### src/hw/urs_pkg.sv
/*
  package of the receive status block: register map, field positions,
  reset values, receiver timing counts and the buffered character carrier.
  assumes a 32-bit classic wishbone slave with word-aligned registers.
*/
package urs_pkg;

  // ==========================================================
  // register map
  localparam logic [7:0] URS_STATUS_CONTROL_OFS = 8'h00;
  localparam logic [7:0] URS_RX_DATA_OFS = 8'h04;
  localparam logic [7:0] URS_CONFIG_OFS = 8'h08;
  localparam logic [7:0] URS_IRQ_STATUS_OFS = 8'h0C;
  localparam logic [7:0] URS_IRQ_MASK_OFS = 8'h10;

  // ==========================================================
  // status/control fields
  localparam int URS_BIT_RXDA = 0;
  localparam int URS_BIT_OVERRUN_ERROR_FLAG = 1;
  localparam int URS_BIT_FRAMING_ERROR_FLAG = 2;
  localparam int URS_BIT_PARITY_ERROR_FLAG = 3;
  localparam int URS_BIT_IDLE = 4;
  localparam int URS_BIT_ADEN = 5;
  localparam int URS_BIT_ISEL_LO = 6;

  // config fields: bits 1:0 data format, bits 31:16 baud divisor
  localparam int URS_BIT_FMT_LO = 0;
  localparam int URS_BIT_DIV_LO = 16;

  // irq status fields
  localparam int URS_IRQ_RX = 0;
  localparam int URS_IRQ_OVR = 1;
  localparam int URS_IRQ_W = 2;

  // ==========================================================
  // reset values and sizes
  localparam logic [15:0] URS_DIV_RESET = 16'h0015;
  localparam logic [1:0] URS_FMT_RESET = 2'h0;
  localparam int URS_FIFO_DEPTH = 4;
  localparam logic [2:0] URS_FIFO_FULL = 3'h4;
  localparam logic [2:0] URS_FIFO_3Q = 3'h3;
  localparam int URS_OVERSAMPLE = 16;
  localparam logic [3:0] URS_MID_TICK = 4'h7;

  // data formats
  localparam logic [1:0] URS_FMT_8N = 2'h0;
  localparam logic [1:0] URS_FMT_8E = 2'h1;
  localparam logic [1:0] URS_FMT_8O = 2'h2;
  localparam logic [1:0] URS_FMT_9N = 2'h3;

  // interrupt select codes
  localparam logic [1:0] URS_ISEL_FULL = 2'h3;
  localparam logic [1:0] URS_ISEL_3Q = 2'h2;

  typedef struct packed {
    logic [8:0] data;
    logic parity_err;
    logic framing_err;
  } urs_char_t;

  typedef struct packed {
    logic [7:0] adr;
    logic [31:0] dat;
    logic [3:0] sel;
    logic we;
    logic stb;
    logic cyc;
  } urs_wb_req_t;

endpackage : urs_pkg

### src/hw/urs_rx_status.sv
/*
  receive side of a serial port: oversampled receiver, four-character
  receive fifo with per-character error flags, status/control register,
  overrun handling and masked level interrupt on classic wishbone.
  assumes rx_i is asynchronous and idles high; one clock, sync reset.
*/
`timescale 1ns/1ps
`default_nettype none
// Overview of operation
// - ninth bit set marks address; filter others
// - address detect only active in nine-bit format
// - idle flag high unless character in progress
// - parity flag shows head character parity error
// - framing flag shows head character stop error
// - overrun set when full buffer loses character
// - clearing overrun empties buffer and shift register
// - data available while buffer holds characters
// - buffer holds four characters, full at four
// - irq select: full, three, or every character
module urs_rx_status (
  // clock and reset
  input wire logic core_clk_i,
  input wire logic rst_i,
  // wishbone slave
  input wire urs_pkg::urs_wb_req_t wb_req_i,
  output logic [31:0] wb_dat_o,
  output logic wb_ack_o,
  // serial line and interrupt
  input wire logic rx_i,
  output logic irq_o
);
  import urs_pkg::*;

  typedef enum logic [1:0] {RX_IDLE, RX_START, RX_DATA, RX_STOP} urs_rx_state_t;

  // ==========================================================
  // bus decode
  logic acc;
  logic wr;
  logic rd_data;
  assign acc = wb_req_i.cyc && wb_req_i.stb && !wb_ack_o;
  assign wr = acc && wb_req_i.we;
  assign rd_data = acc && !wb_req_i.we && wb_req_i.adr == URS_RX_DATA_OFS;

  always_ff @(posedge core_clk_i)
  begin
    if (rst_i)
      wb_ack_o <= 1'b0;
    else
      wb_ack_o <= acc;
  end

  // ==========================================================
  // control registers
  logic aden_q;
  logic [1:0] isel_q;
  logic [1:0] fmt_q;
  logic [15:0] div_q;
  logic [URS_IRQ_W-1:0] irq_mask_q;
  logic overrun_error_flag_q;
  logic overrun_error_flag_clr;
  assign overrun_error_flag_clr = wr && wb_req_i.adr == URS_STATUS_CONTROL_OFS && wb_req_i.sel[0]
                    && !wb_req_i.dat[URS_BIT_OVERRUN_ERROR_FLAG] && overrun_error_flag_q;

  always_ff @(posedge core_clk_i)
  begin
    if (rst_i)
    begin
      aden_q <= 1'b0;
      isel_q <= 2'h0;
      fmt_q <= URS_FMT_RESET;
      div_q <= URS_DIV_RESET;
      irq_mask_q <= '0;
    end
    else if (wr && wb_req_i.adr == URS_STATUS_CONTROL_OFS && wb_req_i.sel[0])
    begin
      aden_q <= wb_req_i.dat[URS_BIT_ADEN];
      isel_q <= wb_req_i.dat[URS_BIT_ISEL_LO +: 2];
    end
    else if (wr && wb_req_i.adr == URS_CONFIG_OFS)
    begin
      if (wb_req_i.sel[0])
        fmt_q <= wb_req_i.dat[URS_BIT_FMT_LO +: 2];
      if (wb_req_i.sel[2] && wb_req_i.sel[3])
        div_q <= wb_req_i.dat[URS_BIT_DIV_LO +: 16];
    end
    else if (wr && wb_req_i.adr == URS_IRQ_MASK_OFS && wb_req_i.sel[0])
      irq_mask_q <= wb_req_i.dat[URS_IRQ_W-1:0];
  end

  // ==========================================================
  // oversample tick divider
  logic [15:0] div_cnt_q;
  logic tick;
  assign tick = (div_cnt_q == 16'h0000);
  always_ff @(posedge core_clk_i)
  begin
    if (rst_i || tick)
      div_cnt_q <= div_q;
    else
      div_cnt_q <= div_cnt_q - 16'h0001;
  end

  // ==========================================================
  // line synchroniser
  logic rx_s1_q;
  logic rx_s2_q;
  always_ff @(posedge core_clk_i)
  begin
    if (rst_i)
    begin
      rx_s1_q <= 1'b1;
      rx_s2_q <= 1'b1;
    end
    else
    begin
      rx_s1_q <= rx_i;
      rx_s2_q <= rx_s1_q;
    end
  end

  // ==========================================================
  // receive shift register
  urs_rx_state_t st_q;
  logic [3:0] os_q;
  logic [3:0] bit_q;
  logic [9:0] sh_q;
  logic done;
  logic nine;
  logic par_on;
  logic [3:0] nbits;
  urs_char_t rx_char;
  assign nine = (fmt_q == URS_FMT_9N);
  assign par_on = (fmt_q == URS_FMT_8E) || (fmt_q == URS_FMT_8O);
  // eight data bits plus parity occupy the same slot count as nine bits
  assign nbits = (nine || par_on) ? 4'h9 : 4'h8;
  assign done = (st_q == RX_STOP) && tick && (os_q == 4'(URS_OVERSAMPLE - 1));

  always_comb
  begin
    rx_char.data = sh_q[9:1];
    if (!nine && !par_on)
      rx_char.data = {1'b0, sh_q[9:2]};
    else if (par_on)
      rx_char.data = {1'b0, sh_q[8:1]};
    rx_char.parity_err = par_on && ((^sh_q[9:1]) != (fmt_q == URS_FMT_8O));
    rx_char.framing_err = !rx_s2_q;
  end

  always_ff @(posedge core_clk_i)
  begin
    if (rst_i || overrun_error_flag_clr)
    begin
      st_q <= RX_IDLE;
      os_q <= 4'h0;
      bit_q <= 4'h0;
      sh_q <= '0;
    end
    else if (tick)
    begin
      os_q <= os_q + 4'h1;
      case (st_q)
        RX_IDLE:
        begin
          os_q <= 4'h0;
          if (!rx_s2_q)
            st_q <= RX_START;
        end
        RX_START:
          if (os_q == URS_MID_TICK)
          begin
            os_q <= 4'h0;
            bit_q <= 4'h0;
            st_q <= rx_s2_q ? RX_IDLE : RX_DATA;
          end
        RX_DATA:
          if (os_q == 4'(URS_OVERSAMPLE - 1))
          begin
            sh_q <= {rx_s2_q, sh_q[9:1]};
            bit_q <= bit_q + 4'h1;
            if (bit_q == nbits - 4'h1)
              st_q <= RX_STOP;
          end
        RX_STOP:
          // character is taken from the shift register in this same tick
          if (os_q == 4'(URS_OVERSAMPLE - 1))
            st_q <= RX_IDLE;
        default:
          st_q <= RX_IDLE;
      endcase
    end
  end

  // ==========================================================
  // receive fifo
  urs_char_t mem_q [URS_FIFO_DEPTH];
  logic [1:0] wp_q;
  logic [1:0] rp_q;
  logic [2:0] cnt_q;
  logic [2:0] cnt_d;
  logic full;
  logic accept;
  logic push;
  logic pop;
  assign full = (cnt_q == URS_FIFO_FULL);
  // in address mode only address characters enter the buffer
  assign accept = !(aden_q && nine) || rx_char.data[8];
  assign push = done && accept && !full && !overrun_error_flag_q;
  assign pop = rd_data && cnt_q != 3'h0;
  assign cnt_d = cnt_q + {2'h0, push} - {2'h0, pop};

  always_ff @(posedge core_clk_i)
  begin
    if (push)
      mem_q[wp_q] <= rx_char;
  end

  always_ff @(posedge core_clk_i)
  begin
    if (rst_i || overrun_error_flag_clr)
    begin
      wp_q <= 2'h0;
      rp_q <= 2'h0;
      cnt_q <= 3'h0;
    end
    else
    begin
      if (push)
        wp_q <= wp_q + 2'h1;
      if (pop)
        rp_q <= rp_q + 2'h1;
      cnt_q <= cnt_d;
    end
  end

  // ==========================================================
  // overrun flag; software can only clear it
  logic ovr_ev;
  assign ovr_ev = done && accept && full;
  always_ff @(posedge core_clk_i)
  begin
    if (rst_i)
      overrun_error_flag_q <= 1'b0;
    else if (ovr_ev)
      overrun_error_flag_q <= 1'b1;
    else if (overrun_error_flag_clr)
      overrun_error_flag_q <= 1'b0;
  end

  // ==========================================================
  // interrupts
  logic rx_ev;
  logic [URS_IRQ_W-1:0] irq_st_q;
  logic [URS_IRQ_W-1:0] irq_clr;
  always_comb
  begin
    case (isel_q)
      URS_ISEL_FULL: rx_ev = push && cnt_d == URS_FIFO_FULL;
      URS_ISEL_3Q: rx_ev = push && !pop && cnt_d == URS_FIFO_3Q;
      default: rx_ev = push;
    endcase
  end
  assign irq_clr = (wr && wb_req_i.adr == URS_IRQ_STATUS_OFS && wb_req_i.sel[0])
                   ? wb_req_i.dat[URS_IRQ_W-1:0] : '0;

  always_ff @(posedge core_clk_i)
  begin
    if (rst_i)
      irq_st_q <= '0;
    else
      // set wins over a same-cycle clear
      irq_st_q <= (irq_st_q & ~irq_clr) | {ovr_ev, rx_ev};
  end
  assign irq_o = |(irq_st_q & irq_mask_q);

  // ==========================================================
  // read data
  urs_char_t head;
  logic [31:0] sta;
  assign head = mem_q[rp_q];
  always_comb
  begin
    sta = '0;
    sta[URS_BIT_RXDA] = (cnt_q != 3'h0);
    sta[URS_BIT_OVERRUN_ERROR_FLAG] = overrun_error_flag_q;
    sta[URS_BIT_FRAMING_ERROR_FLAG] = (cnt_q != 3'h0) && head.framing_err;
    sta[URS_BIT_PARITY_ERROR_FLAG] = (cnt_q != 3'h0) && head.parity_err;
    sta[URS_BIT_IDLE] = (st_q == RX_IDLE);
    sta[URS_BIT_ADEN] = aden_q;
    sta[URS_BIT_ISEL_LO +: 2] = isel_q;
  end

  always_ff @(posedge core_clk_i)
  begin
    if (rst_i)
      wb_dat_o <= '0;
    else if (acc && !wb_req_i.we)
    begin
      if (wb_req_i.adr == URS_STATUS_CONTROL_OFS)
        wb_dat_o <= sta;
      else if (wb_req_i.adr == URS_RX_DATA_OFS)
        wb_dat_o <= (cnt_q != 3'h0) ? {23'h0, head.data} : 32'h0;
      else if (wb_req_i.adr == URS_CONFIG_OFS)
        wb_dat_o <= {div_q, 14'h0, fmt_q};
      else if (wb_req_i.adr == URS_IRQ_STATUS_OFS)
        wb_dat_o <= {30'h0, irq_st_q};
      else if (wb_req_i.adr == URS_IRQ_MASK_OFS)
        wb_dat_o <= {30'h0, irq_mask_q};
      else
        wb_dat_o <= 32'h0;
    end
  end

  // ==========================================================
  // checks
  a_overrun_sets: assert property (@(posedge core_clk_i) disable iff (rst_i)
    ovr_ev |=> overrun_error_flag_q) else $error("overrun not flagged");
  a_flush_on_clear: assert property (@(posedge core_clk_i) disable iff (rst_i)
    overrun_error_flag_clr && !ovr_ev |=> cnt_q == 3'h0 && st_q == RX_IDLE)
    else $error("clear did not flush");
  a_depth_limit: assert property (@(posedge core_clk_i) disable iff (rst_i)
    cnt_q <= URS_FIFO_FULL) else $error("fifo over depth");
  a_no_push_full: assert property (@(posedge core_clk_i) disable iff (rst_i)
    full && !pop && !overrun_error_flag_clr |=> full) else $error("full fifo changed");
  a_addr_filter: assert property (@(posedge core_clk_i) disable iff (rst_i)
    done && aden_q && nine && !rx_char.data[8] && !overrun_error_flag_clr |=> $stable(cnt_q) || $past(pop))
    else $error("data char passed filter");
  a_full_irq: assert property (@(posedge core_clk_i) disable iff (rst_i)
    isel_q == URS_ISEL_FULL && rx_ev |=> cnt_q == URS_FIFO_FULL)
    else $error("full irq wrong count");
  a_idle_flag: assert property (@(posedge core_clk_i) disable iff (rst_i)
    $fell(sta[URS_BIT_IDLE]) |-> $past(!rx_s2_q)) else $error("idle left without start");
  a_data_avail: assert property (@(posedge core_clk_i) disable iff (rst_i)
    push |=> sta[URS_BIT_RXDA]) else $error("data available missing");
endmodule : urs_rx_status
`default_nettype wire

### config.mk
export PLATFORM = sky130hd
export DESIGN_NAME = urs_rx_status
export DESIGN_NICKNAME = d
export VERILOG_FILES = /design/src/hw/urs_pkg.sv /design/src/hw/urs_rx_status.sv
export SDC_FILE = /design/constraint.sdc
export NUM_CORES = 1
export LEC_CHECK = 0
export BUFFER_PORTS_ARGS = -buffer_cell sky130_fd_sc_hd__buf_4
export CORE_MARGIN = 3
export CORE_UTILIZATION = 35
export DETAILED_ROUTE_END_ITERATION = 16
export GPL_TIMING_DRIVEN = 0
export HOLD_SLACK_MARGIN = 0.12
export PLACE_DENSITY_LB_ADDON = 0.3
export SLEW_MARGIN = 0
export SYNTH_ARGS = -nofsm -noshare
export SYNTH_HDL_FRONTEND = slang
export SYNTH_SLANG_ARGS = --single-unit
### constraint.sdc
create_clock -name core_clk_i -period 3.43 [get_ports core_clk_i]
set_input_delay 0.686 -clock core_clk_i [delete_from_list [all_inputs] [get_ports core_clk_i]]
set_output_delay 0.686 -clock core_clk_i [all_outputs]
set_load 0.01 [all_outputs]
# After elaboration in Yosys (flattened, before gate mapping)
# Memory sizes are Yosys's and may differ from the RTL's. A register that Yosys moved wholly into a read port is not among the register bits.
# Cells that the tools add are included.
[word_totals]
regBits = 104
ramBits = 44
in_bits = 50
out_inout_bits = 34
elab_cells = 147
mem_count = 1
[mem_list]
columns = ["memory", "words", "width", "read_ports", "rd_clocked_by_memory_dff", "write_ports", "line", "text"]
rows = [
  ["mem_q", 4, 11, 1, 1, 1, "urs_rx_status.sv:196", "urs_char_t mem_q [URS_FIFO_DEPTH];"],
]
[op_classes]
addsub = 8
n_eq_ne = 24
n_mux = 30
bitwise_logic = 6
reduce_logical = 59
[op_table]
columns = ["op", "count"]
rows = [
  ["32-bit 2-to-1 mux", 3],
  ["1-bit logical AND", 30],
  ["9-bit 2-to-1 mux", 3],
  ["2-bit 2-to-1 mux", 11],
  ["8-bit by 4-bit == test with 1-bit output, second input constant", 2],
  ["16-bit logical NOT", 1],
  ["16-bit 2-to-1 mux", 1],
  ["4-bit one-hot mux with 2 select lines", 2],
  ["16-bit by 1-bit subtractor with 16-bit output, second input constant", 1],
  ["2-bit == test, second input constant", 6],
  ["4-bit 2-to-1 mux", 3],
  ["3-bit AND reduction", 4],
  ["1-bit logical NOT", 10],
  ["9-bit parity", 1],
  ["4-bit by 1-bit adder with 4-bit output, second input constant", 2],
  ["8-bit by 3-bit == test with 1-bit output, second input constant", 1],
  ["8-bit by 5-bit == test with 1-bit output, second input constant", 1],
  ["8-bit logical NOT", 1],
  ["2-bit inequality test, second input constant", 4],
  ["2-bit one-hot mux with 4 select lines", 1],
  ["3-bit == test, second input constant", 2],
  ["6-bit AND reduction", 1],
  ["1-bit logical OR", 5],
  ["1-bit 2-to-1 mux", 5],
  ["other kinds (21)", 26],
]

# Longest topological paths before layout
# Gate-level depths: netlist (run 1).
[logic_depth]
ltp_word = 15
depth_mapped = 16
depth_no_buf = 14

# Least setup slack after synthesis (run 1)
# OpenSTA, ideal clock, no wires.
[synth_timing]
path_type = "register to register"
start = "register fmt_q[0]"
end = "register irq_st_q[0]"
setup_time_ns = 0.062
arrival_time_ns = 3.593
required_ns = 3.368
path_slack_ns = -0.225
stages_incl_launch_ff = 16
n_path_buf = 1
period_less_slack_ns = 3.655
path_cell_list = "dfxtp_1 inv_1 ha_1 nor3b_1 o2111a_1 and3_1 clkbuf_1 inv_1 ha_1 inv_1 ha_1 fa_1 or4b_2 o22ai_1 nand4_1 nand3_1"
[synth_lines]
columns = ["element", "line", "text"]
rows = [
  ["from (decl)", "urs_rx_status.sv:57", "logic [1:0] fmt_q;"],
  ["from (signal assigned)", "urs_rx_status.sv:83", "fmt_q <= wb_req_i.dat[URS_BIT_FMT_LO +: 2];"],
  ["to (signal assigned)", "urs_rx_status.sv:272", "irq_st_q <= (irq_st_q & ~irq_clr) | {ovr_ev, rx_ev};"],
  ["to (decl)", "urs_rx_status.sv:253", "logic [URS_IRQ_W-1:0] irq_st_q;"],
]

# Final worst setup path (run 1)
[layout_timing]
start = "input port wb_req_i[43] in the netlist's numbering"
end = "register irq_st_q[0]"
[layout_between]
elab_chain_cells = 8
[layout_rtl]
columns = ["element", "line", "text"]
rows = [
  ["from (decl)", "urs_rx_status.sv:25", "input wire urs_pkg::urs_wb_req_t wb_req_i,"],
  ["8-bit by 3-bit == test with 1-bit output *", "urs_rx_status.sv:43", "assign rd_data = acc && !wb_req_i.we && wb_req_i.adr == URS_RX_DATA_OFS;"],
  ["1-bit logical AND *", "urs_rx_status.sv:43", ""],
  ["1-bit logical AND *", "urs_rx_status.sv:209", "assign pop = rd_data && cnt_q != 3'h0;"],
  ["named net pop", "urs_rx_status.sv:204", "logic pop;"],
  ["3-bit by 1-bit subtractor with 3-bit output *", "urs_rx_status.sv:210", "assign cnt_d = cnt_q + {2'h0, push} - {2'h0, pop};"],
  ["named net cnt_d[1]", "urs_rx_status.sv:200", "logic [2:0] cnt_d;"],
  ["3-bit by 2-bit == test with 1-bit output / 3-bit == test (equally long branches)", "urs_rx_status.sv:259, urs_rx_status.sv:258", ""],
  ["1-bit logical AND (on tied branches)", "urs_rx_status.sv:259, urs_rx_status.sv:258", ""],
  ["1-bit one-hot mux with 2 select lines *", "urs_rx_status.sv:257", "case (isel_q)"],
  ["2-bit OR *", "urs_rx_status.sv:272", ""],
]
# Mark *: on every way through the listed nets, which the timed path passes. The rest lies on a longest branch.
# A chain may end at the register's enable or synchronous reset.

==> results.md, run 1 <==
- Outcome: finished clean
- Slew Limit Fails: 0
- Cell variety after synth: 75
- Die Ht: 142.7 um
- Synth Register Bits: 142
- Worst-Margin Slew: 754.1 ps
- Number of synthesized flops with an enable pin: 44
- Leakage: 0.002909 uW
- Dpl cells: 914
- Post-Place Worst Slack: -562.7 ps
- Tcrit/Tclk final: 97.85%
- Met2 WL: 7293 um
- Cell row count: 49
- Die Area: 0.02035 mm2
- Post-synthesis instance area: 0.006538 mm2
- Total wire length: 15,390 um
- CTS Hold Bufs: 0
- H-Tree Depth: 4
- Synth Flop Type: dfxtp_1
- Power, Total: 3828 uW
- Num CTS Buffers: 17
- DR WL/cell: 16.20 um
- DR vias: 5,014
- Antenna-violating nets left: 0
- Deepest clock path buffer count: 2
- Cells along the critical path: buf_4, or4_4, nor3_4, nand2_1, inv_2, ha_4, inv_2, ha_4, fa_2, or4b_4, o22ai_1, nand4_1, nand3_1
- Grt total ovfl: 0
- Placed cell area: 0.007361 mm2
- Initial antenna violation count: 0
- Arrival @ worst endpoint: 3740 ps
- Fin. Hold Viols: 0
- Via count of the first global-routing pass: 4,854
- Initial DRC Count: 278
- Die W: 142.7 um
- Non-filler instance count after layout: 950
- Final setup viols: 0
- Worst-path clk slew: 70 ps
- Slew headroom: 49.31%
- CP max FO: 7
- CTS tree: built
- Highest routed layer: met4
- First-pass DRT Iterations: 5
- M1 WL: 6983 um
- Endpoint type of the worst setup path: flop
- Port buffer count: 64
- Nets: 773
- Worst Hold Depth: 1
- Root buffer cell: clkbuf_16
- Commonest non-fill, non-tap cell in the layout: dfxtp_1
- Most frequent cells in the layout: dfxtp_1 (96), buf_4 (80), nor2_1 (62), edfxtp_1 (44), a21oi_1 (42)
- Total track usage: 15.28%
- Achievable frequency: 298.0 MHz
- Placer Congestion: 0.8445
- Core area: 0.01815 mm2
- Crit path depth: 13
- Reg2Reg Depth: 12
- First-pass GRT wire length: 24,830 um
- Max_cap viols: 0
- Top Family by Delay on Critical Path: simple AND/OR/NAND/NOR gates
- Hold crit path type: flop to flop
- Fin area: 0.008071 mm2
- Synth warnings: 0
- Buf/Inv on CP: 3
- Clock Sinks: 142
- WS Path Type: primary input to flop
- VDD IR max: 0.2464 mV
- Area delta synth->final: 23.46%
- CP required: 3810 ps
- # IOs: 84
- Initial Util: 36.02%
- Clock latency on the worst-skew pair: 440 ps
- Syn avg cell area: 10.63 um2
- Post-Syn Instances: 615
- Seq/Total Area, Yosys: 50.22%
- Critical path's slowest cell: or4b_4
- DP HPWL: 11,200 um
- Final Skew: 18.06 ps
- Largest net degree at the start of global routing: 18
- Pwr Density: 474.2 mW/mm2
- Vias per cell: 5.278
- Async SR Flop Fraction: 0%
- Proportion of layout cells with a drive suffix above 1: 23.44%
- Worst path max stage delay: 550 ps
- Worst Setup Start Kind: primary input
- Routed wl met3: 829 um
- Final setup margin: 73.85 ps
- Tmin final: 3356 ps
- N_diodes: 0
- DRC: 0
-- state kept, by name (all words and copies together) (netlist names), 2 cells and up, named ones only --
register and cells:
isel_q 2, fmt_q 2, wb_dat_o 25, irq_st_q 2, os_q 4, irq_mask_q 2, div_cnt_q 16, rp_q 2
cnt_q 3, div_q 16, sh_q 9, bit_q 4, wp_q 2, mem_q 44
-- metal layers --
metal  global-route usage, %  vias up
met5                       0        -
met4                   5.103        0
met3                   3.851       21
met2                   24.46      151
met1                   20.30     2413
li1                        -     2429
-- synthesized netlist by cell type (15+ instances only) --
cell type | number | area, um2
inv_1 | 18 | 67.56
nor2_1 | 62 | 232.7
nand3_1 | 23 | 115.1
mux2i_1 | 16 | 160.2
clkbuf_1 | 27 | 101.4
a21oi_1 | 42 | 210.2
edfxtp_1 | 44 | 1321
dfxtp_1 | 98 | 1962
nand2b_1 | 29 | 181.4
o21ai_0 | 18 | 90.09
nand2_1 | 15 | 56.30
a22oi_1 | 20 | 150.1
-- through the flow --
step	hold WS, ps	setup TNS (ps)	utilization [%]
4_1_cts	433.0	0	44.23
3_3_place_gp	401.4	-659.1	40.56
6_report	433.4	0	44.48
5_1_grt	447.8	-10.13	44.48
3_5_place_dp	399.2	-661.8	40.56
2_1_floorplan	389.5	-46.35	-
-- final timing paths --
| check | from | endpoint | slack (ps) |
|---|---|---|---|
| worst min register to register | rx_s1_q$_SDFF_PP1_ | rx_s2_q$_SDFF_PP1_ | 430 |
| worst max-delay path | wb_req_i[43] | irq_st_q[0]$_SDFF_PP0_ | 70 |
| worst min-delay path | rx_s1_q$_SDFF_PP1_ | rx_s2_q$_SDFF_PP1_ | 430 |
| worst max register to register | div_cnt_q[8]$_DFF_P_ | irq_st_q[0]$_SDFF_PP0_ | 130 |
-- report_power, final --
part	switching [uW]	internal, uW	total [uW]
registers	21.3	1740	1760
logic	93.0	81.6	175
clock network	840	1050	1890
total	954	2870	3830
-- layout make-up --
cell class | instances | area (um2)
Fill cell | 1667 | 10080
Clock inverter | 15 | 190.2
Timing Repair Buffer | 69 | 518.0
Multi-Input combinational cell | 414 | 3053
Clock buffer | 17 | 425.4
Buffer | 45 | 239.0
Inverter | 19 | 71.32
Sequential cell | 142 | 3288
Tap cell | 229 | 286.5
-- cell families after synthesis --
logic type	share of synthesized area (%)
AND/OR/NAND/NOR	18.49
XOR/XNOR	3.254
other	0.05736
buffers and inverters	4.765
multiplexers	7.962
adder cells (fa/ha/maj)	2.986
AO/OA/AOI/OAI	12.27
flip-flops	50.22
-- repair_timing --
item | 4_1_cts | 5_1_grt
gates resized for setup | 8 | 7
setup buffers | 3 | 2
endpoints found under the setup margin | 2 | 1
pin swaps | 4 | 2
No activity file was read; power rests on OpenSTA's default activity.
==> inputs of run 2 (changes only) <==
CORE_MARGIN = 10   (was 3)
==> run 2 against run 1 <==
  * Cell area about the same
  * Sequential share of layout area grew 0.056 points
  * Largest cell class unchanged
  * Count of clock-buffer cells in the layout is the same
  * Global-route usage is 1.9 points lower
  * Critical endpoint unchanged
  * Worst setup slack better by 70 ps
  * Core utilization is essentially flat
  * Wire length rose by 6.9%
  * Flip-flop and latch count stayed put
  * Register-to-register slack barely moved
==> results.md, run 2 (synthesis gave the netlist of run 1 again) <==
- Placer Congestion: 0.8436 (was 0.8445)
- Worst reg2reg setup slack: 140 ps (was 130 ps)
- Leakage: 0.002907 uW (was 0.002909 uW)
- Core area: 0.01815 mm2 (unchanged)
- Die Ht: 156.7 um (was 142.7 um)
- Achievable frequency: 304.3 MHz (was 298.0 MHz)
- Worst Hold Depth: 1 (unchanged)
- CP max FO: 6 (was 7)
- Hold crit path type: flop to flop (unchanged)
- Clock Sinks: 142 (unchanged)
- Grt total ovfl: 0 (unchanged)
- Total wire length: 16,460 um (was 15,390 um)
- Reg2Reg Depth: 14 (was 12)
- Register Area: 0.003291 mm2 (was 0.003288 mm2)
- # IOs: 84 (unchanged)
- First-pass GRT wire length: 26,420 um (was 24,830 um)
- DR WL/cell: 17.30 um (was 16.20 um)
- Final setup viols: 0 (unchanged)
- Cell row count: 49 (unchanged)
- Total track usage: 13.41% (was 15.28%)
- Dpl cells: 914 (unchanged)
- Arrival @ worst endpoint: 3650 ps (was 3740 ps)
- Reg2reg end: irq_st_q[0]$_SDFF_PP0_ (unchanged)
- Nets: 775 (was 773)
- VDD IR max: 0.2336 mV (was 0.2464 mV)
- Final Skew: 9.235 ps (was 18.06 ps)
- Global route hottest layer: met2 (unchanged)
- Fin area: 0.008066 mm2 (was 0.008071 mm2)
- Tmin final: 3286 ps (was 3356 ps)
- Fin. Hold Viols: 0 (unchanged)
- CTS tree: built (unchanged)
- DP HPWL: 12,040 um (was 11,200 um)
- Root buffer cell: clkbuf_16 (unchanged)
- Max_cap viols: 0 (unchanged)
- GR Util met1: 16.57% (was 20.30%)
- Port buffer count: 64 (unchanged)
- Most frequent cells in the layout: dfxtp_1 (96), buf_4 (81), nor2_1 (62), edfxtp_1 (44), a21oi_1 (42) (was dfxtp_1 (96), buf_4 (80), nor2_1 (62), edfxtp_1 (44), a21oi_1 (42))
- Area delta synth->final: 23.39% (was 23.46%)
- Proportion of layout cells with a drive suffix above 1: 23.96% (was 23.44%)
- Multi-input logic area: 0.003068 mm2 (was 0.003053 mm2)
- Placed cell area: 0.007361 mm2 (unchanged)
- Worst Setup Start Kind: flop (was primary input)
- H-Tree Depth: 4 (unchanged)
- WS Path Type: flop to flop (was primary input to flop)
- Antenna-violating nets left: 0 (unchanged)
- Outcome: finished clean (unchanged)
- N_diodes: 0 (unchanged)
- Die Area: 0.02455 mm2 (was 0.02035 mm2)
- Die W: 156.7 um (was 142.7 um)
- Largest register by flop count: mem_q (unchanged)
- Deepest clock path buffer count: 2 (unchanged)
- M2 GR Usage: 21.25% (was 24.46%)
- Initial Util: 36.02% (unchanged)
- First-pass DRT Iterations: 7 (was 5)
- Crit Reg-Reg Startpoint: fmt_q[0]$_SDFFE_PP0P_ (was div_cnt_q[8]$_DFF_P_)
- Commonest non-fill, non-tap cell in the layout: dfxtp_1 (unchanged)
- Worst-path clk slew: 60 ps (was 70 ps)
- Non-filler instance count after layout: 951 (was 950)
- Slew Limit Fails: 0 (unchanged)
- Clock latency on the worst-skew pair: 420 ps (was 440 ps)
- Fillers: 1,697 (was 1,667)
- Slew headroom: 46.24% (was 49.31%)
- RSZ-0062 raised after global routing: no
- Top Registers: mem_q (44), wb_dat_o (25) (unchanged)
- Via count of the first global-routing pass: 5,119 (was 4,854)
- Largest net degree at the start of global routing: 17 (was 18)
- Initial DRC Count: 303 (was 278)
- Vias per cell: 5.413 (was 5.278)
- Hold EP: rx_s2_q$_SDFF_PP1_ (unchanged)
- CP required: 3790 ps (was 3810 ps)
- DRC: 0 (unchanged)
- CTS Hold Bufs: 0 (unchanged)
- Num CTS Buffers: 17 (unchanged)
- Worst Hold Launch: rx_s1_q$_SDFF_PP1_ (unchanged)
- Worst-Margin Slew: 795.0 ps (was 754.1 ps)
- Fin Hold WS: 429.3 ps (was 433.4 ps)
- Endpoint type of the worst setup path: flop (unchanged)
- Met3 GRT Util: 4.030% (was 3.851%)
- Tcrit/Tclk final: 95.81% (was 97.85%)
- Pwr Density: 463.4 mW/mm2 (was 474.2 mW/mm2)
- Max reg flops: 44 (unchanged)
- Initial antenna violation count: 0 (unchanged)
- DR vias: 5,148 (was 5,014)
## run 2: cell types whose count changed in the layout (fill, tap and decap cells not counted), moves of 2 or more
cell / before / now
inv_8: 7 / 4
inv_6: 2 / 5
clkinv_8: 3 / 0
clkinv_4: 0 / 2
## run 2: area by class of cell
cell class,instances,share of cell area (%)
Clock buffer,17,5.274
Timing Repair Buffer,71,6.608
Clock inverter,14,1.846
Tap cell,229,3.552
Sequential cell,142,40.79
Inverter,19,0.8841
Multi-Input combinational cell,414,38.03
Buffer,45,3.009
## run 2: how the worst max path moves through the flow
| stage | startpoint | end | slack (ps) | depth (start not counted) |
|---|---|---|---|---|
| final | fmt_q[0]$_SDFFE_PP0P_ | irq_st_q[0]$_SDFF_PP0_ | 140 | 14 |
| after global routing | fmt_q[0]$_SDFFE_PP0P_ | irq_st_q[0]$_SDFF_PP0_ | 10 | 14 |
| after CTS | fmt_q[0]$_SDFFE_PP0P_ | irq_st_q[0]$_SDFF_PP0_ | 8 | 14 |
| after detailed placement | fmt_q[0]$_SDFFE_PP0P_ | irq_st_q[0]$_SDFF_PP0_ | -600 | 15 |
| after global placement | wb_req_i[2] | irq_st_q[0]$_SDFF_PP0_ | -530 | 12 |
| after floorplan | wb_req_i[45] | irq_st_q[0]$_SDFF_PP0_ | -50 | 12 |
## run 2: timing repair
item,4_1_cts,5_1_grt
endpoints found under the setup margin,2,1
pin swaps,4,1
gates resized for setup,10,10
buffers inserted,4,3
cloned,0,0
## run 2: where the power goes
group | switching (uW) | internal (uW) | leakage [uW]
sequential | 22.1 | 1740 | 0.00120
combinational | 97.6 | 82.4 | 0.00142
clock | 773 | 1020 | 0.000283
total | 893 | 2850 | 0.00291
## run 2: layer usage
layer / vias up / wire (um)
li1: 2435 / -
met1: 2530 / 7224
met2: 152 / 7641
met3: 31 / 1159
met4: 0 / 431
met5: - / 0
## run 2: worst max-delay path, stage by stage (launching register included)
cell and delay [ps]:
dfxtp_4 380, inv_1 80, ha_4 250, nor3b_4 200
o2111a_2 220, and3_4 210, inv_1 70, ha_4 270
inv_2 40, ha_4 150, fa_2 470, or4b_4 560
o22ai_2 130, nand4_1 110, nand3_1 90
## run 2: per-stage QoR
step / setup TNS [ps] / power (uW) / setup WS [ps] / util [%]
6_report: 0 / 3738 / 143.6 / 44.45
3_5_place_dp: -754.6 / 1972 / -601.5 / 40.56
5_1_grt: 0 / 3856 / 11.46 / 44.45
3_3_place_gp: -615.3 / 1965 / -530.7 / 40.56
2_1_floorplan: -46.35 / 1892 / -46.35 / -
4_1_cts: 0 / 3763 / 8.074 / 44.10
==> inputs of run 3 (changes only) <==
ABC_AREA = 1   (was default)
==> run 3 against run 2 <==
  * Synthesized cell count grew 31%
  * Area after synthesis down 0.80%
  * Wire length rose by 4.4%
  * Clock power increased by 8%
  * Flip-flop and latch count did not move
  * Highest routed layer unchanged
  * Combinational power hardly changed
  * Largest cell class unchanged
  * Total power is 3.9% higher
==> results.md, run 3 <==
- Reg2Reg Depth: 18 (was 14)
- Worst path max stage delay: 500 ps (was 560 ps)
- Worst-Margin Slew: 1092 ps (was 795.0 ps)
- Area contributors post-synth: dfxtp_1 (30%), edfxtp_1 (20%), nand2_1 (8.5%), nor2_1 (6.8%), inv_1 (4.9%) (was dfxtp_1 (30%), edfxtp_1 (20%), mux4_2 (3.8%), nor2_1 (3.6%), a21oi_1 (3.2%))
- Max_cap viols: 0 (unchanged)
- Commonest non-fill, non-tap cell in the layout: nand2_1 (was dfxtp_1)
- Root buffer cell: clkbuf_16 (unchanged)
- Die Area: 0.02437 mm2 (was 0.02455 mm2)
- # IOs: 84 (unchanged)
- Seq/Total Area, Yosys: 50.63% (was 50.22%)
- RSZ-0062 raised after global routing: no (unchanged)
- CTS tree: built (unchanged)
- CP required: 3780 ps (was 3790 ps)
- TNS Setup: 0 ps (unchanged)
- Clock Sinks: 142 (unchanged)
- Num CTS Buffers: 17 (unchanged)
- Worst reg2reg setup slack: 390 ps (was 140 ps)
- Critical path's slowest cell: fa_1 (was or4b_4)
- Worst Hold Launch: rx_s1_q$_SDFF_PP1_ (unchanged)
- Via count of the first global-routing pass: 5,209 (was 5,119)
- CTS Hold Bufs: 0 (unchanged)
- Fin Hold WS: 408.7 ps (was 429.3 ps)
- Hold crit path type: flop to flop (unchanged)
- Largest register by flop count: mem_q (unchanged)
- Arrival @ worst endpoint: 3390 ps (was 3650 ps)
- Core area: 0.01809 mm2 (was 0.01815 mm2)
- Final Skew: 6.014 ps (was 9.235 ps)
- Clock latency on the worst-skew pair: 420 ps (about the same)
- Cells along the critical path: inv_1, ha_2, inv_1, nand3_1, nand2_1, nand2_1, nor3_4, inv_2, ha_1, inv_1, ha_1, fa_1, nand2_1, inv_1, nand4_1, nor2_1, a21oi_1, a21oi_1 (was inv_1, ha_4, nor3b_4, o2111a_2, and3_4, inv_1, ha_4, inv_2, ha_4, fa_2, or4b_4, o22ai_2, nand4_1, nand3_1)
- Fin. Hold Viols: 0 (unchanged)
- Cell row count: 49 (unchanged)
- Slew headroom: 26.93% (was 46.24%)
- Outcome: finished clean (unchanged)
- Nets: 961 (was 775)
- Count leader, synth: nand2_1 (was dfxtp_1)
- Antenna-violating nets left: 0 (unchanged)
- Initial antenna violation count: 0 (unchanged)
- Tcrit/Tclk final: 88.59% (was 95.81%)
- Initial Util: 35.86% (was 36.02%)
- Async SR Flop Fraction: 0% (unchanged)
- Post-synth top cells: nand2_1 (147), nor2_1 (117), dfxtp_1 (98), inv_1 (84), o21ai_0 (62) (was dfxtp_1 (98), nor2_1 (62), edfxtp_1 (44), a21oi_1 (42), nand2b_1 (29))
- Leakage: 0.003262 uW (was 0.002907 uW)
- Deepest clock path buffer count: 2 (unchanged)
- Placer Congestion: 0.8348 (was 0.8436)
- First-pass DRT Iterations: 5 (was 7)
- Worst Hold Depth: 1 (unchanged)
- Hold EP: rx_s2_q$_SDFF_PP1_ (unchanged)
- Initial DRC Count: 339 (was 303)
- Max reg flops: 44 (unchanged)
- WS Path Type: flop to flop (unchanged)
- VDD IR max: 0.2921 mV (was 0.2336 mV)
- Slew Limit Fails: 0 (unchanged)
- Post-synthesis instance area: 0.006485 mm2 (was 0.006538 mm2)
- DRC: 0 (unchanged)
- H-Tree Depth: 4 (unchanged)
- Vias per cell: 4.847 (was 5.413)
- Yosys top cell by area: dfxtp_1 (unchanged)
- Most frequent cells in the layout: nand2_1 (147), nor2_1 (117), dfxtp_1 (98), inv_1 (84), buf_4 (74) (was dfxtp_1 (96), buf_4 (81), nor2_1 (62), edfxtp_1 (44), a21oi_1 (42))
- First-pass GRT wire length: 27,020 um (was 26,420 um)
- Synth Flop Type: dfxtp_1 (unchanged)
- Syn avg cell area: 8.046 um2 (was 10.63 um2)
- Tmin final: 3039 ps (was 3286 ps)
- Largest net degree at the start of global routing: 17 (unchanged)
- Number of synthesized flops with an enable pin: 44 (unchanged)
- CP max FO: 8 (was 6)
- Synth warnings: 0 (unchanged)
- N_diodes: 0 (unchanged)
- Endpoint type of the worst setup path: flop (unchanged)
- Grt total ovfl: 0 (unchanged)
- Port buffer count: 64 (unchanged)
- Achievable frequency: 329.1 MHz (was 304.3 MHz)
- Area delta synth->final: 21.96% (was 23.39%)
- Die Ht: 156.1 um (was 156.7 um)
- Critical path's most frequent cell: inv_1 (was ha_4)
- Worst Setup Start Kind: flop (unchanged)
- Yosys top cell area share: 30.25% (was 30.01%)
- Crit Reg-Reg Startpoint: fmt_q[1]$_SDFFE_PP0P_ (was fmt_q[0]$_SDFFE_PP0P_)
- DP HPWL: 12,730 um (was 12,040 um)
- CP startpoint: fmt_q[1]$_SDFFE_PP0P_ (was fmt_q[0]$_SDFFE_PP0P_)
- Final setup viols: 0 (unchanged)
- DR vias: 5,516 (was 5,148)
- Total wire length: 17,170 um (was 16,460 um)
- Reg2reg end: irq_st_q[0]$_SDFF_PP0_ (unchanged)
- DR WL/cell: 15.09 um (was 17.30 um)
- Cell variety after synth: 35 (was 75)
- Post-Syn Instances: 806 (was 615)
- Pwr Density: 491.1 mW/mm2 (was 463.4 mW/mm2)
- Total track usage: 14.01% (was 13.41%)
- Worst-path clk slew: 60 ps (about the same)
- Top Registers: mem_q (44), wb_dat_o (25) (unchanged)
- Synth Register Bits: 142 (unchanged)
- Die W: 156.1 um (was 156.7 um)
- Proportion of layout cells with a drive suffix above 1: 14.96% (was 23.96%)
-- run 3: cell types whose count changed in the layout (fill, tap and decap cells not counted), sizes merged, moves of 29 or more --
cell	before	now
nand2	15	150
nor2	63	128
o21ai	18	78
nand2b	29	0
nand3	23	55
inv	28	88
-- run 3: cell type report --
class	count	area, um2
inverters	89	335.3
multi-input cells	549	2716
fillers	1760	10180
flip-flops and latches	142	3283
plain buffers	32	175.2
clock buffers	21	461.7
repair buffers	65	488.0
well taps	229	286.5
clock inverters	11	162.7
-- run 3: per-stage QoR --
step	setup WS, ps	total power, uW	instances	cell area (um2)	util [%]
floorplan	673.2	1888	812	6507	-
CTS	149.4	3906	1137	7899	43.67
global placement	189.0	1964	1105	7274	40.22
global route	28.28	3996	1138	7909	43.73
detailed placement	157.9	1965	1105	7274	40.22
finish	391.4	3884	1138	7909	43.73
-- run 3: routing by layer --
metal	GRT usage [%]	routed length (um)
met5	0	0
met3	3.281	778
met2	21.91	7706
met1	18.37	8401
met4	5.393	289
-- run 3: worst max-delay path, delay by kind of cell (launching register included) --
family	cells	cell delay (ps)
buffers and inverters	5	410
AO/OA/AOI/OAI	2	160
adder cells (fa/ha/maj)	4	1210
flip-flops	1	390
AND/OR/NAND/NOR	7	770
-- run 3: where the power goes --
part           total, uW  switching (uW)  internal [uW]
clock               1950             698           1250
sequential          1750            13.7           1740
combinational        180             104           75.6
-- run 3: cells by family (layout without fill, tap and decap cells) --
family                   Yosys count  count (layout)  share of synthesized area, %
buffers and inverters            121             218                         7.871
AO/OA/AOI/OAI                    149             149                         11.92
flip-flops                       142             142                         50.63
other                              1               7                       0.05783
adder cells (fa/ha/maj)           15              15                         3.010
XOR/XNOR                          16              16                         2.161
AND/OR/NAND/NOR                  362             362                         24.35
-- run 3: worst max-delay path by stage --
| stage | slack, ps | end | cells past startpoint |
|---|---|---|---|
| global route | 30 | irq_st_q[0]$_SDFF_PP0_ | 18 |
| CTS | 150 | irq_st_q[0]$_SDFF_PP0_ | 18 |
| floorplan | 670 | irq_st_q[0]$_SDFF_PP0_ | 18 |
| detailed placement | 160 | irq_st_q[0]$_SDFF_PP0_ | 18 |
| global placement | 190 | irq_st_q[0]$_SDFF_PP0_ | 18 |
| finish | 390 | irq_st_q[0]$_SDFF_PP0_ | 18 |
-- run 3: repair_timing --
action,4_1_cts,5_1_grt
gates resized for setup,0,1
buffers inserted,0,1
setup endpoints to repair,0,1
